--- config.mk ---
export PLATFORM = sky130hd
export DESIGN_NAME = bcg_csr_data
export DESIGN_NICKNAME = d
export VERILOG_FILES = /design/src/bcg_pkg.sv /design/src/bcg_fifo2.sv /design/src/bcg_csr_data.sv
export SDC_FILE = /design/constraint.sdc
export NUM_CORES = 1
export LEC_CHECK = 0
export BUFFER_PORTS_ARGS = -buffer_cell sky130_fd_sc_hd__buf_2
export CORE_MARGIN = 2
export CORE_UTILIZATION = 50
export CTS_CLUSTER_SIZE = 14
export DETAILED_ROUTE_END_ITERATION = 6
export GPL_TIMING_DRIVEN = 0
export HOLD_SLACK_MARGIN = 0.02
export PLACE_DENSITY = 0.81
export SLEW_MARGIN = 15
export SYNTH_ARGS = -nofsm -noshare
export SYNTH_HDL_FRONTEND = slang
export SYNTH_SLANG_ARGS = --single-unit
--- constraint.sdc ---
create_clock -name clk -period 2.1 [get_ports clk]
set_input_delay 0.315 -clock clk [delete_from_list [all_inputs] [get_ports clk]]
set_output_delay 0.315 -clock clk [all_outputs]
set_load 0.005 [all_outputs]
--- src/bcg_pkg.sv ---
// constants shared by the block check front end
// assumes one 200 MHz clock and a host doing word accesses
package bcg_pkg;
  // register selects, from address lines 2:1
  localparam logic [1:0] SEL_CTRL = 2'h0;
  localparam logic [1:0] SEL_ACC  = 2'h1;
  localparam logic [1:0] SEL_DATA = 2'h2;
  // control_status field positions
  localparam int MODE_LSB   = 0;
  localparam int MODE_W     = 3;
  localparam int DBL_BIT    = 3;
  localparam int CLEAR_BIT  = 4;
  localparam int STEP_BIT   = 5;
  localparam int AUTO_BIT   = 6;
  localparam int DONE_BIT   = 7;
  localparam int QUO_BIT    = 8;
  localparam int USED_BITS  = 9;
  // reset values
  localparam logic [2:0]  MODE_RST  = 3'h0;
  localparam logic [15:0] DATA_RST  = 16'h0000;
  // polynomial codes
  localparam logic [2:0] MODE_CRC12 = 3'h0;
  localparam logic [2:0] MODE_CRC16 = 3'h1;
  localparam logic [2:0] MODE_LRC8  = 3'h2;
  localparam logic [2:0] MODE_LRC16 = 3'h3;
  // character lengths in bits
  localparam logic [4:0] CHAR_BITS_6 = 5'h06;
  localparam logic [4:0] CHAR_BITS_8 = 5'h08;
  localparam int STAGE_W  = 4;
  localparam int DATA_W   = 16;
endpackage

--- src/bcg_fifo2.sv ---
// two-entry buffer between host data writes and the data register
// assumes one clock; the drain side may stall at will
`timescale 1ns/1ps
module bcg_fifo2 #(
  parameter int WIDTH = 16,
  parameter int DEPTH = 2
) (
  // clock and reset
  input  wire logic             clk,
  input  wire logic             rst_b,
  // fill side
  input  wire logic             in_valid,
  output logic                  in_ready,
  input  wire logic [WIDTH-1:0] in_data,
  // drain side
  output logic                  out_valid,
  input  wire logic             out_ready,
  output logic [WIDTH-1:0]      out_data
);
  localparam int AW = $clog2(DEPTH);
  logic [WIDTH-1:0] mem_q [DEPTH];
  logic [AW-1:0]    wr_q;
  logic [AW-1:0]    rd_q;
  logic [AW:0]      cnt_q;
  logic             push;
  logic             pop;

  assign in_ready  = (cnt_q != (AW+1)'(DEPTH));
  assign out_valid = (cnt_q != '0);
  assign push      = in_valid & in_ready;
  assign pop       = out_valid & out_ready;
  assign out_data  = mem_q[rd_q];

  always_ff @(posedge clk or negedge rst_b) begin
    if (!rst_b) begin
      for (int i = 0; i < DEPTH; i++) begin
        mem_q[i] <= '0;
      end
    end else if (push) begin
      mem_q[wr_q] <= in_data;
    end
  end

  always_ff @(posedge clk or negedge rst_b) begin
    if (!rst_b) begin
      wr_q  <= '0;
      rd_q  <= '0;
      cnt_q <= '0;
    end else begin
      if (push) begin
        wr_q <= (wr_q == AW'(DEPTH-1)) ? '0 : wr_q + 1'b1;
      end
      if (pop) begin
        rd_q <= (rd_q == AW'(DEPTH-1)) ? '0 : rd_q + 1'b1;
      end
      cnt_q <= cnt_q + (AW+1)'(push) - (AW+1)'(pop);
    end
  end

  a_fifo_no_overrun : assert property (@(posedge clk) disable iff (!rst_b)
    cnt_q <= (AW+1)'(DEPTH))
    else $error("fifo count above depth");
endmodule

--- src/bcg_csr_data.sv ---
// control_status and shift_data registers of the block check generator
// assumes the host strobes rd/wr for one cycle with a register select;
// the feedback network and accumulator sit outside and take serial_bit
`timescale 1ns/1ps
// Function
// - 16-bit control_status, nine low bits used
// - bits 0-3,6 rw; 7,8 read; 4,5 write
// - 16-bit write-only shift_data register
// - double_byte_select picks one or two characters
// - right-justified data, shift count from polynomial
// - four 4-bit stages, clear, load, shift
// - stage low bit feeds next lower stage
// - serial output taken from bit 0
// - mode bits 2:0 select polynomial
// - clear zeroes accumulator, sets load-ready
// - load-ready set on done/clear/init, cleared by load
// - auto_shift_enable: each load runs full cycle
// - step shifts once while auto shift off
module bcg_csr_data #(
  parameter int DATA_W = bcg_pkg::DATA_W
) (
  // clock and reset
  input  wire logic              clk,
  input  wire logic              rst_b,
  // host register port
  input  wire logic [1:0]        reg_sel,
  input  wire logic              reg_wr,
  input  wire logic              reg_rd,
  input  wire logic [15:0]       reg_wdata,
  output logic [15:0]            reg_rdata,
  output logic                   data_wr_ready,
  // accumulator side
  input  wire logic [15:0]       acc_value,
  input  wire logic              quotient_bit,
  input  wire logic              feedback_ready,
  output logic                   serial_bit,
  output logic                   shift_pulse,
  output logic                   accumulator_clear,
  output logic [2:0]             poly_mode,
  output logic                   wide_check_bit
);
  logic [2:0]        mode_q;
  logic              double_byte_select_q;
  logic              auto_shift_enable_q;
  logic              done_q;
  logic [4:0]        count_q;
  logic [DATA_W-1:0] data_q;
  logic [DATA_W-1:0] data_d;
  logic [15:0]       rdata_q;
  logic              clear_q;
  logic              ctrl_wr;
  logic              data_wr;
  logic              clear_cmd;
  logic              step_cmd;
  logic              shift_now;
  logic              load_now;
  logic              fifo_valid;
  logic [DATA_W-1:0] fifo_data;
  logic [4:0]        char_bits;
  logic [4:0]        target;

  assign ctrl_wr   = reg_wr & (reg_sel == bcg_pkg::SEL_CTRL);
  assign data_wr   = reg_wr & (reg_sel == bcg_pkg::SEL_DATA);
  assign clear_cmd = ctrl_wr & reg_wdata[bcg_pkg::CLEAR_BIT];
  // step ignored unless auto shift is off after this write
  assign step_cmd  = ctrl_wr & reg_wdata[bcg_pkg::STEP_BIT]
                   & ~reg_wdata[bcg_pkg::AUTO_BIT];

  // CRC-12 uses six-bit characters; the rest eight
  assign char_bits = (mode_q == bcg_pkg::MODE_CRC12)
                   ? bcg_pkg::CHAR_BITS_6
                   : bcg_pkg::CHAR_BITS_8;
  assign target    = double_byte_select_q ? 5'(char_bits << 1)
                                          : char_bits;

  // a stalled feedback network holds an auto shift, no bit lost; a step during a stall is dropped
  assign shift_now = ~done_q & feedback_ready & ~clear_cmd
                   & (auto_shift_enable_q | step_cmd);
  // clear wins over a load in the same cycle
  assign load_now  = done_q & fifo_valid & ~clear_cmd;

  bcg_fifo2 #(
    .WIDTH (DATA_W),
    .DEPTH (2)
  ) u_fifo (
    .clk       (clk),
    .rst_b     (rst_b),
    .in_valid  (data_wr),
    .in_ready  (data_wr_ready),
    .in_data   (reg_wdata[DATA_W-1:0]),
    .out_valid (fifo_valid),
    .out_ready (load_now),
    .out_data  (fifo_data)
  );

  // control bits: rw fields, init clears them
  always_ff @(posedge clk or negedge rst_b) begin
    if (!rst_b) begin
      mode_q               <= bcg_pkg::MODE_RST;
      double_byte_select_q <= 1'b0;
      auto_shift_enable_q  <= 1'b0;
    end else if (ctrl_wr) begin
      mode_q <= reg_wdata[bcg_pkg::MODE_LSB +: bcg_pkg::MODE_W];
      double_byte_select_q <= reg_wdata[bcg_pkg::DBL_BIT];
      auto_shift_enable_q  <= reg_wdata[bcg_pkg::AUTO_BIT];
    end
  end

  // load-ready flag and shift count; setting wins over the load
  always_ff @(posedge clk or negedge rst_b) begin
    if (!rst_b) begin
      done_q  <= 1'b1;
      count_q <= '0;
    end else if (clear_cmd) begin
      done_q  <= 1'b1;
      count_q <= '0;
    end else if (shift_now) begin
      count_q <= count_q + 5'h01;
      if (count_q + 5'h01 >= target) begin
        done_q  <= 1'b1;
        count_q <= '0;
      end
    end else if (load_now) begin
      done_q <= 1'b0;
    end
  end

  // four 4-bit stages, each stage bit 0 feeds the stage below
  for (genvar s = 0; s < DATA_W / bcg_pkg::STAGE_W; s++) begin : g_stage
    localparam int LO = s * bcg_pkg::STAGE_W;
    logic ser_in;
    if (s == DATA_W / bcg_pkg::STAGE_W - 1) begin : g_top
      assign ser_in = 1'b0;
    end else begin : g_mid
      assign ser_in = data_q[LO + bcg_pkg::STAGE_W];
    end
    always_comb begin
      if (load_now) begin
        data_d[LO +: bcg_pkg::STAGE_W] = fifo_data[LO +: bcg_pkg::STAGE_W];
      end else if (shift_now) begin
        data_d[LO +: bcg_pkg::STAGE_W] =
          {ser_in, data_q[LO + 1 +: bcg_pkg::STAGE_W - 1]};
      end else begin
        data_d[LO +: bcg_pkg::STAGE_W] = data_q[LO +: bcg_pkg::STAGE_W];
      end
    end
  end

  always_ff @(posedge clk or negedge rst_b) begin
    if (!rst_b) begin
      data_q <= bcg_pkg::DATA_RST;
    end else begin
      data_q <= data_d;
    end
  end

  // strobes to the accumulator, one cycle each
  always_ff @(posedge clk or negedge rst_b) begin
    if (!rst_b) begin
      clear_q <= 1'b0;
    end else begin
      clear_q <= clear_cmd;
    end
  end

  // serial bit presented with its shift strobe, from bit 0
  assign serial_bit        = data_q[0];
  assign shift_pulse       = shift_now;
  assign accumulator_clear = clear_q;
  assign poly_mode         = mode_q;
  assign wide_check_bit    = mode_q[0];

  // read data: one cycle after the strobe; shift_data never answers
  always_ff @(posedge clk or negedge rst_b) begin
    if (!rst_b) begin
      rdata_q <= 16'h0000;
    end else if (reg_rd) begin
      rdata_q <= 16'h0000;
      if (reg_sel == bcg_pkg::SEL_CTRL) begin
        rdata_q[bcg_pkg::MODE_LSB +: bcg_pkg::MODE_W] <= mode_q;
        rdata_q[bcg_pkg::DBL_BIT]  <= double_byte_select_q;
        rdata_q[bcg_pkg::AUTO_BIT] <= auto_shift_enable_q;
        rdata_q[bcg_pkg::DONE_BIT] <= done_q;
        rdata_q[bcg_pkg::QUO_BIT]  <= quotient_bit;
      end else if (reg_sel == bcg_pkg::SEL_ACC) begin
        rdata_q <= acc_value;
      end
    end
  end
  assign reg_rdata = rdata_q;

  // checks
  a_clear_sets_done : assert property (
    @(posedge clk) disable iff (!rst_b)
    clear_cmd |=> done_q && accumulator_clear)
    else $error("clear did not set done and pulse clear");
  a_load_clears_done : assert property (
    @(posedge clk) disable iff (!rst_b)
    load_now |=> !done_q && data_q == $past(fifo_data))
    else $error("load did not clear done or capture data");
  a_no_shift_done : assert property (
    @(posedge clk) disable iff (!rst_b)
    done_q |-> !shift_pulse)
    else $error("shift while load-ready");
  a_shift_moves_right : assert property (
    @(posedge clk) disable iff (!rst_b)
    shift_now |=> data_q == {1'b0, $past(data_q[DATA_W-1:1])})
    else $error("shift did not move toward bit 0");
  // eighth shift lands on the edge after the run, so done shows then
  a_auto_cycle_len : assert property (
    @(posedge clk) disable iff (!rst_b)
    (auto_shift_enable_q && feedback_ready && !reg_wr && load_now
     && mode_q == bcg_pkg::MODE_LRC8 && !double_byte_select_q)
    ##1 (feedback_ready && !reg_wr)[*8] |=> done_q)
    else $error("auto cycle not eight shifts");
  a_step_one_shift : assert property (
    @(posedge clk) disable iff (!rst_b)
    (!auto_shift_enable_q && !step_cmd) |-> !shift_pulse)
    else $error("shift without step in step mode");
  a_count_bound : assert property (
    @(posedge clk) disable iff (!rst_b)
    count_q < target || done_q)
    else $error("shift count past character length");
  a_unused_zero : assert property (
    @(posedge clk) disable iff (!rst_b)
    $past(reg_rd) && $past(reg_sel) == bcg_pkg::SEL_CTRL
    |-> reg_rdata[15:bcg_pkg::USED_BITS] == '0
        && reg_rdata[bcg_pkg::STEP_BIT:bcg_pkg::CLEAR_BIT] == '0)
    else $error("write-only or unused bits read nonzero");
  a_data_reads_zero : assert property (
    @(posedge clk) disable iff (!rst_b)
    reg_rd && reg_sel == bcg_pkg::SEL_DATA |=> reg_rdata == 16'h0000)
    else $error("data register answered a read");
  c_auto_cycle : cover property (@(posedge clk) disable iff (!rst_b)
    load_now && auto_shift_enable_q ##[1:40] done_q);
  c_step : cover property (@(posedge clk) disable iff (!rst_b)
    step_cmd && shift_now);
  c_fifo_full : cover property (@(posedge clk) disable iff (!rst_b)
    !data_wr_ready);
  c_clear_mid : cover property (@(posedge clk) disable iff (!rst_b)
    clear_cmd && !done_q);
endmodule

# ---- Yosys cells after proc, flatten, opt, wreduce, memory -nomap -nowiden
# Cells that the tools add are included.
dict set report totals {
  ff_bits 80
  latch_bits 0
  ram_bits 0
  romBits 0
  input_bits 40
  out_inout_bits 24
  wordCells 82
  n_memories 0
}
dict set report classes {
  add_sub_neg 5
  n_mul 0
  div_mod_pow 0
  magnitude_cmp 4
  n_eq_ne 4
  shift 0
  n_mux 30
  bitwise_logic 18
  n_reduce_logical 8
}
# operator n
set op_table {}
lappend op_table {{$mux W16} 5}
lappend op_table {{$mux W4} 10}
lappend op_table {{$bwmux W32} 1}
lappend op_table {{$mux W5} 4}
lappend op_table {{$demux W16 S1} 1}
lappend op_table {{$and A1 B1 Y1} 12}
lappend op_table {{$mux W7} 1}
lappend op_table {{$mux W1} 6}
lappend op_table {{$reduce_bool A2 Y1} 3}
lappend op_table {{$add A5 B1 Y5 const B} 1}
lappend op_table {{$ge A5 B5 Y1} 1}
lappend op_table {{$ge A2 B2 Y1 const B} 2}
lappend op_table {{$not A1 Y2} 2}
lappend op_table {{$logic_not A3 Y1} 1}
lappend op_table {{$mux W3} 1}
lappend op_table {{$ne A3 B1 Y1 const B} 1}
lappend op_table {{$not A1 Y1} 3}
lappend op_table {{$reduce_bool A3 Y1} 1}
lappend op_table {{$add A1 B1 Y1 const B} 2}
lappend op_table {{$add A2 B1 Y2} 1}
lappend op_table {{$eq A2 B1 Y1 const B} 1}
lappend op_table {{$eq A2 B2 Y1 const B} 1}
lappend op_table {{$logic_not A2 Y1} 1}
lappend op_table {{$lt A2 B1 Y1 const B} 1}
lappend op_table {{other kinds (6)} 6}

# ---- Logic depth before layout (Yosys ltp)
dict set report depth {
  ltp_word 8
  ltp_mapped 10
  mapped_depth_nobuf 10
}

# ---- By module
# A second synthesis with hierarchy kept.
dict set report hier_totals {
  hier_cells 332
  hier_area_um2 3907.5
}
# mod instances cells_per_inst area_each_um2 seq_area_each_um2
set by_module_without_submodules {}
lappend by_module_without_submodules {bcg_csr_data 1 229 2204.6 1102.3}
lappend by_module_without_submodules {bcg_fifo2 1 103 1702.9 900.9}

# ---- Worst setup path before layout
# OpenSTA, ideal clock, no wires.
dict set report synth_timing {
  path_type {reg2reg}
  startpoint {register mode_q[2] (netlist: poly_mode[2])}
  endpoint {register count_q[2]}
  setup_time_ps 96
  arrival_time_ps 2311
  required_ps 2004
  setup_slack_ps -306
  stages_incl_launch_ff 10
  n_path_buf 0
  synth_period_minus_slack_ps 2406
  path_cell_list {dfrtp_1 > or3_1 > inv_1 > ha_1 > inv_1 > ha_1 > a21o_1 > a211oi_1 > nand2_2 > o32ai_2}
}
dict set report synth_via {
  elab_chain_len 7
}
# item line
set synth_rtl {}
lappend synth_rtl {{start, declared} bcg_csr_data.sv:42} ;# logic [2:0] mode_q;
lappend synth_rtl {{start signal, assigned} bcg_csr_data.sv:99} ;# mode_q <= bcg_pkg::MODE_RST;
lappend synth_rtl {{start signal, assigned} bcg_csr_data.sv:103} ;# mode_q <= reg_wdata[bcg_pkg::MODE_LSB +: bcg_pkg::MODE_W];
lappend synth_rtl {{$logic_not A3 Y1} bcg_csr_data.sv:70} ;# assign char_bits = (mode_q == bcg_pkg::MODE_CRC12)
lappend synth_rtl {{$mux W4} bcg_csr_data.sv:71} ;# ? bcg_pkg::CHAR_BITS_6
lappend synth_rtl {{$mux W5} bcg_csr_data.sv:73} ;# assign target = double_byte_select_q ? 5'(char_bits << 1)
lappend synth_rtl {{$ge A5 B5 Y1} bcg_csr_data.sv:119} ;# if (count_q + 5'h01 >= target) begin
lappend synth_rtl {{$mux W5} bcg_csr_data.sv:119}
lappend synth_rtl {{$mux W5} bcg_csr_data.sv:117} ;# end else if (shift_now) begin
lappend synth_rtl {{$mux W5} bcg_csr_data.sv:114} ;# end else if (clear_cmd) begin
lappend synth_rtl {{end signal, assigned} bcg_csr_data.sv:118} ;# count_q <= count_q + 5'h01;
lappend synth_rtl {{end, declared} bcg_csr_data.sv:46} ;# logic [4:0] count_q;
# Every way passes these cells. The select of a mux whose other input is x is not followed.
# A chain may end at the register's enable or synchronous reset.

# ---- Worst setup path in the final report
# Same ends and word-level chain as after synthesis.

==> results.json <==
{
  "status": "complete, but fails checks",
  "failed_checks": "setup timing",
  "grt_pass1_wl_mm": 12.36,
  "hold_violations": 0,
  "synth_edf_count": 0,
  "synth_cell_types": 35,
  "r2r-start": "poly_mode[2]",
  "grt_pass1_vias": 2551,
  "first_pass_iters": 4,
  "cp_max_fo": 5,
  "timing.final.crit_share": 1.094,
  "yosys.area_share.simple": 0.07180,
  "place.gp.congestion": 0.7905,
  "regArea_sq_um": 2003,
  "drtIter0Drc": 156,
  "min_path_type": "in -> reg",
  "io_buffers": 61,
  "end_kind": "register",
  "die_h_um": 88.94,
  "antenna_found_initial": 0,
  "max_freq_ghz": 0.4353,
  "p_leak_nw": 2.218,
  "finalSetupViolations": 6,
  "vias_per_cell": 5.333,
  "synthTopCellsByArea": "dfrtp_1 (55%), mux2_2 (11%), mux2i_1 (6.4%)",
  "grt_max_degree": 51,
  "ys_seq_elements": 80,
  "fin_skew_ns": 0.01503,
  "slowest_delay_ns": 0.41,
  "startpoint_type": "register",
  "design.core.area_sq_um": 6869,
  "routedWlPerCell_um": 15.72,
  "fp-row-count": 30,
  "die_w_um": 88.94,
  "num_vias": 2597,
  "slew-limit-headroom": 0.5992,
  "r2r_cells": 9,
  "tightest_slew_ns": 0.5990,
  "power_density_nw_per_um2": 1268,
  "cts_buffers": 9,
  "cts_buffer_depth": 2,
  "worst_setup_hold_path_clk_slew_ns": 0.08,
  "rr_endpoint": "count_q[2]",
  "multi_input_area_sq_um": 1488,
  "yosysTopAreaCell": "dfrtp_1",
  "rrSetupSlack_ns": -0.20,
  "drtAntennaViolNets": 0,
  "synth_top_family_by_area": "multiplexers",
  "drv_slew": 0,
  "drv_cap": 0,
  "cts_tree": "done",
  "fin_nets": 435,
  "rsz0062_at_grt": "yes",
  "num-fill-cells": 526,
  "yosys.area_share.xor_xnor": 0.01457,
  "clock_latency_ns": 0.35,
  "grt_overflow": 0,
  "hold_ws_ns": 0.1649,
  "synthFlopType": "dfrtp_1",
  "clock_sinks": 80,
  "yosysTopAreaCellShare": 0.5480,
  "synthMuxAreaShare": 0.1762,
  "crit_start": "poly_mode[2]",
  "yosysSeqAreaShare": 0.5553,
  "syn_area_per_cell_sq_um": 11.98,
  "yosysWarningCount": 0,
  "finalCriticalPeriod_ns": 2.297,
  "drive_above_1_share": 0.4015,
  "fin_ws_ns": -0.1972,
  "post-synth-top-count-cell": "dfrtp_1",
  "start_util": 0.5251,
  "hpwl_mm": 5.182,
  "vdd_drop_max_v": 0.0006515,
  "routed_wl_mm": 7.656,
  "cts_root_buf": "clkbuf_8",
  "cts.htree.levels": 3,
  "grt_use_total": 0.2094,
  "netlist_area_sq_um": 3607,
  "async_flop_share": 1.000,
  "synth_compound_area_frac": 0.09573,
  "path_cells": "or3_4 > inv_2 > ha_4 > inv_2 > ha_4 > a21o_1 > a211oi_4 > nand2_2 > o32ai_2",
  "syn_inst": 301,
  "critical_path_class": "reg -> reg",
  "route.detailed.drc": 0,
  "cp.required_ns": 2.36,
  "crit_arrival_ns": 2.55,
  "ys_top_cells_by_count": "dfrtp_1 (79), mux2_2 (36), inv_1 (26)",
  "endpoint": "count_q[2]",
  "critical_path.slowest_cell": "or3_4",
  "io_pins": 64,
  "dieArea_sq_um": 7909,
  "synth_nets": 350,
  "place_worst_setup_slack_ns": -0.3238,
  "synth_fa_ha_area_frac": 0.03122,
  "antenna_cells": 0,
  "syn_to_final_growth_pct": 25.25
}
## routing by layer
metal / GRT usage / share of wire
met3: 0.05078 / 0.038
met1: 0.2800 / 0.45
met5: 0 / 0
met4: 0.06649 / 0.016
met2: 0.3412 / 0.49
## how the worst min path moves through the flow
stage                     cells after the start          start                 to
after floorplan                               0          rst_b  accumulator_clear
after global placement                        1    u_fifo.wr_q        u_fifo.wr_q
after detailed placement                      1          rst_b   u_fifo.mem_q[17]
after CTS                                     3  acc_value[10]      reg_rdata[10]
after global routing                          3  acc_value[10]      reg_rdata[10]
final                                         3  acc_value[10]      reg_rdata[10]
## area by class of cell
class / count / area share
plain buffers: 16 / 0.02520
clock buffers: 11 / 0.03129
clock inverters: 5 / 0.02299
inverters: 28 / 0.02492
multi-input cells: 176 / 0.3293
flip-flops and latches: 80 / 0.4434
well taps: 96 / 0.02659
repair buffers: 75 / 0.09637
## placed cells by master (no fill, tap or decap), types with 2 or more instances in the layout
cell type / n
nand3_1: 3
xnor2_1: 3
ha_1: 6
mux2i_1: 23
a221o_1: 15
clkbuf_8: 10
a21oi_1: 3
dfrtp_1: 79
nand2_2: 2
bufinv_16: 3
nand2b_1: 2
o22ai_1: 10
buf_2: 62
mux2_2: 36
buf_4: 15
a21oi_2: 2
inv_1: 24
nor2_1: 16
xor2_1: 2
o21ai_0: 11
clkbuf_1: 6
buf_6: 3
inv_2: 3
nand2_1: 23
ha_4: 2
## per-stage QoR
stage / power [mW] / instance area (sq um) / util / TNS (ns) / cells
final: 5.731 / 4518 / 0.6577 / -0.9641 / 487
after global routing: 6.096 / 4518 / 0.6577 / -1.260 / 487
after CTS: 5.706 / 4452 / 0.6481 / -0.5621 / 483
after detailed placement: 4.271 / 4128 / 0.6009 / -7.557 / 459
after global placement: 4.140 / 4098 / 0.5965 / -5.417 / 458
after floorplan: 3.756 / 3672 / - / -0.05916 / 301
## power breakdown
group / internal (mW) / total (mW) / switching (mW)
Combinational: 1.03 / 1.92 / 0.887
Sequential: 2.12 / 2.44 / 0.322
Clock: 0.823 / 1.37 / 0.551
## cell families after synthesis
| kind of cell | count (synthesis) |
|---|---|
| buffers and inverters | 45 |
| multiplexers | 59 |
| AO/OA/AOI/OAI | 47 |
| AND/OR/NAND/NOR | 55 |
| adder cells (fa/ha/maj) | 9 |
| flip-flops | 80 |
| XOR/XNOR | 6 |
## critical path: cells and delay by family (launching register included)
family                     cells  cell delay [ns]
adders and majority gates      2             0.38
AOI/OAI and AO/OA              3             0.70
DFF                            1             0.40
and+or+nand+nor                2             0.58
buffers and inverters          2             0.13
## timing repair
action	CTS	global route
hold endpoints to repair	30	0
pin swaps	8	4
resized for setup	7	12
buffers inserted	7	5
hold buffers	1	0
endpoints found under the setup margin	35	27
## flip-flops by register name, summed over array words and instances (netlist names)
name / count
auto_shift_enable_q: 1
done_q: 1
double_byte_select_q: 1
accumulator_clear: 1
count_q: 5
u_fifo.wr_q: 1
u_fifo.rd_q: 1
u_fifo.cnt_q: 2
data_q: 16
u_fifo.mem_q: 32
reg_rdata: 16
poly_mode: 3
No activity file was read; power rests on OpenSTA's default activity.
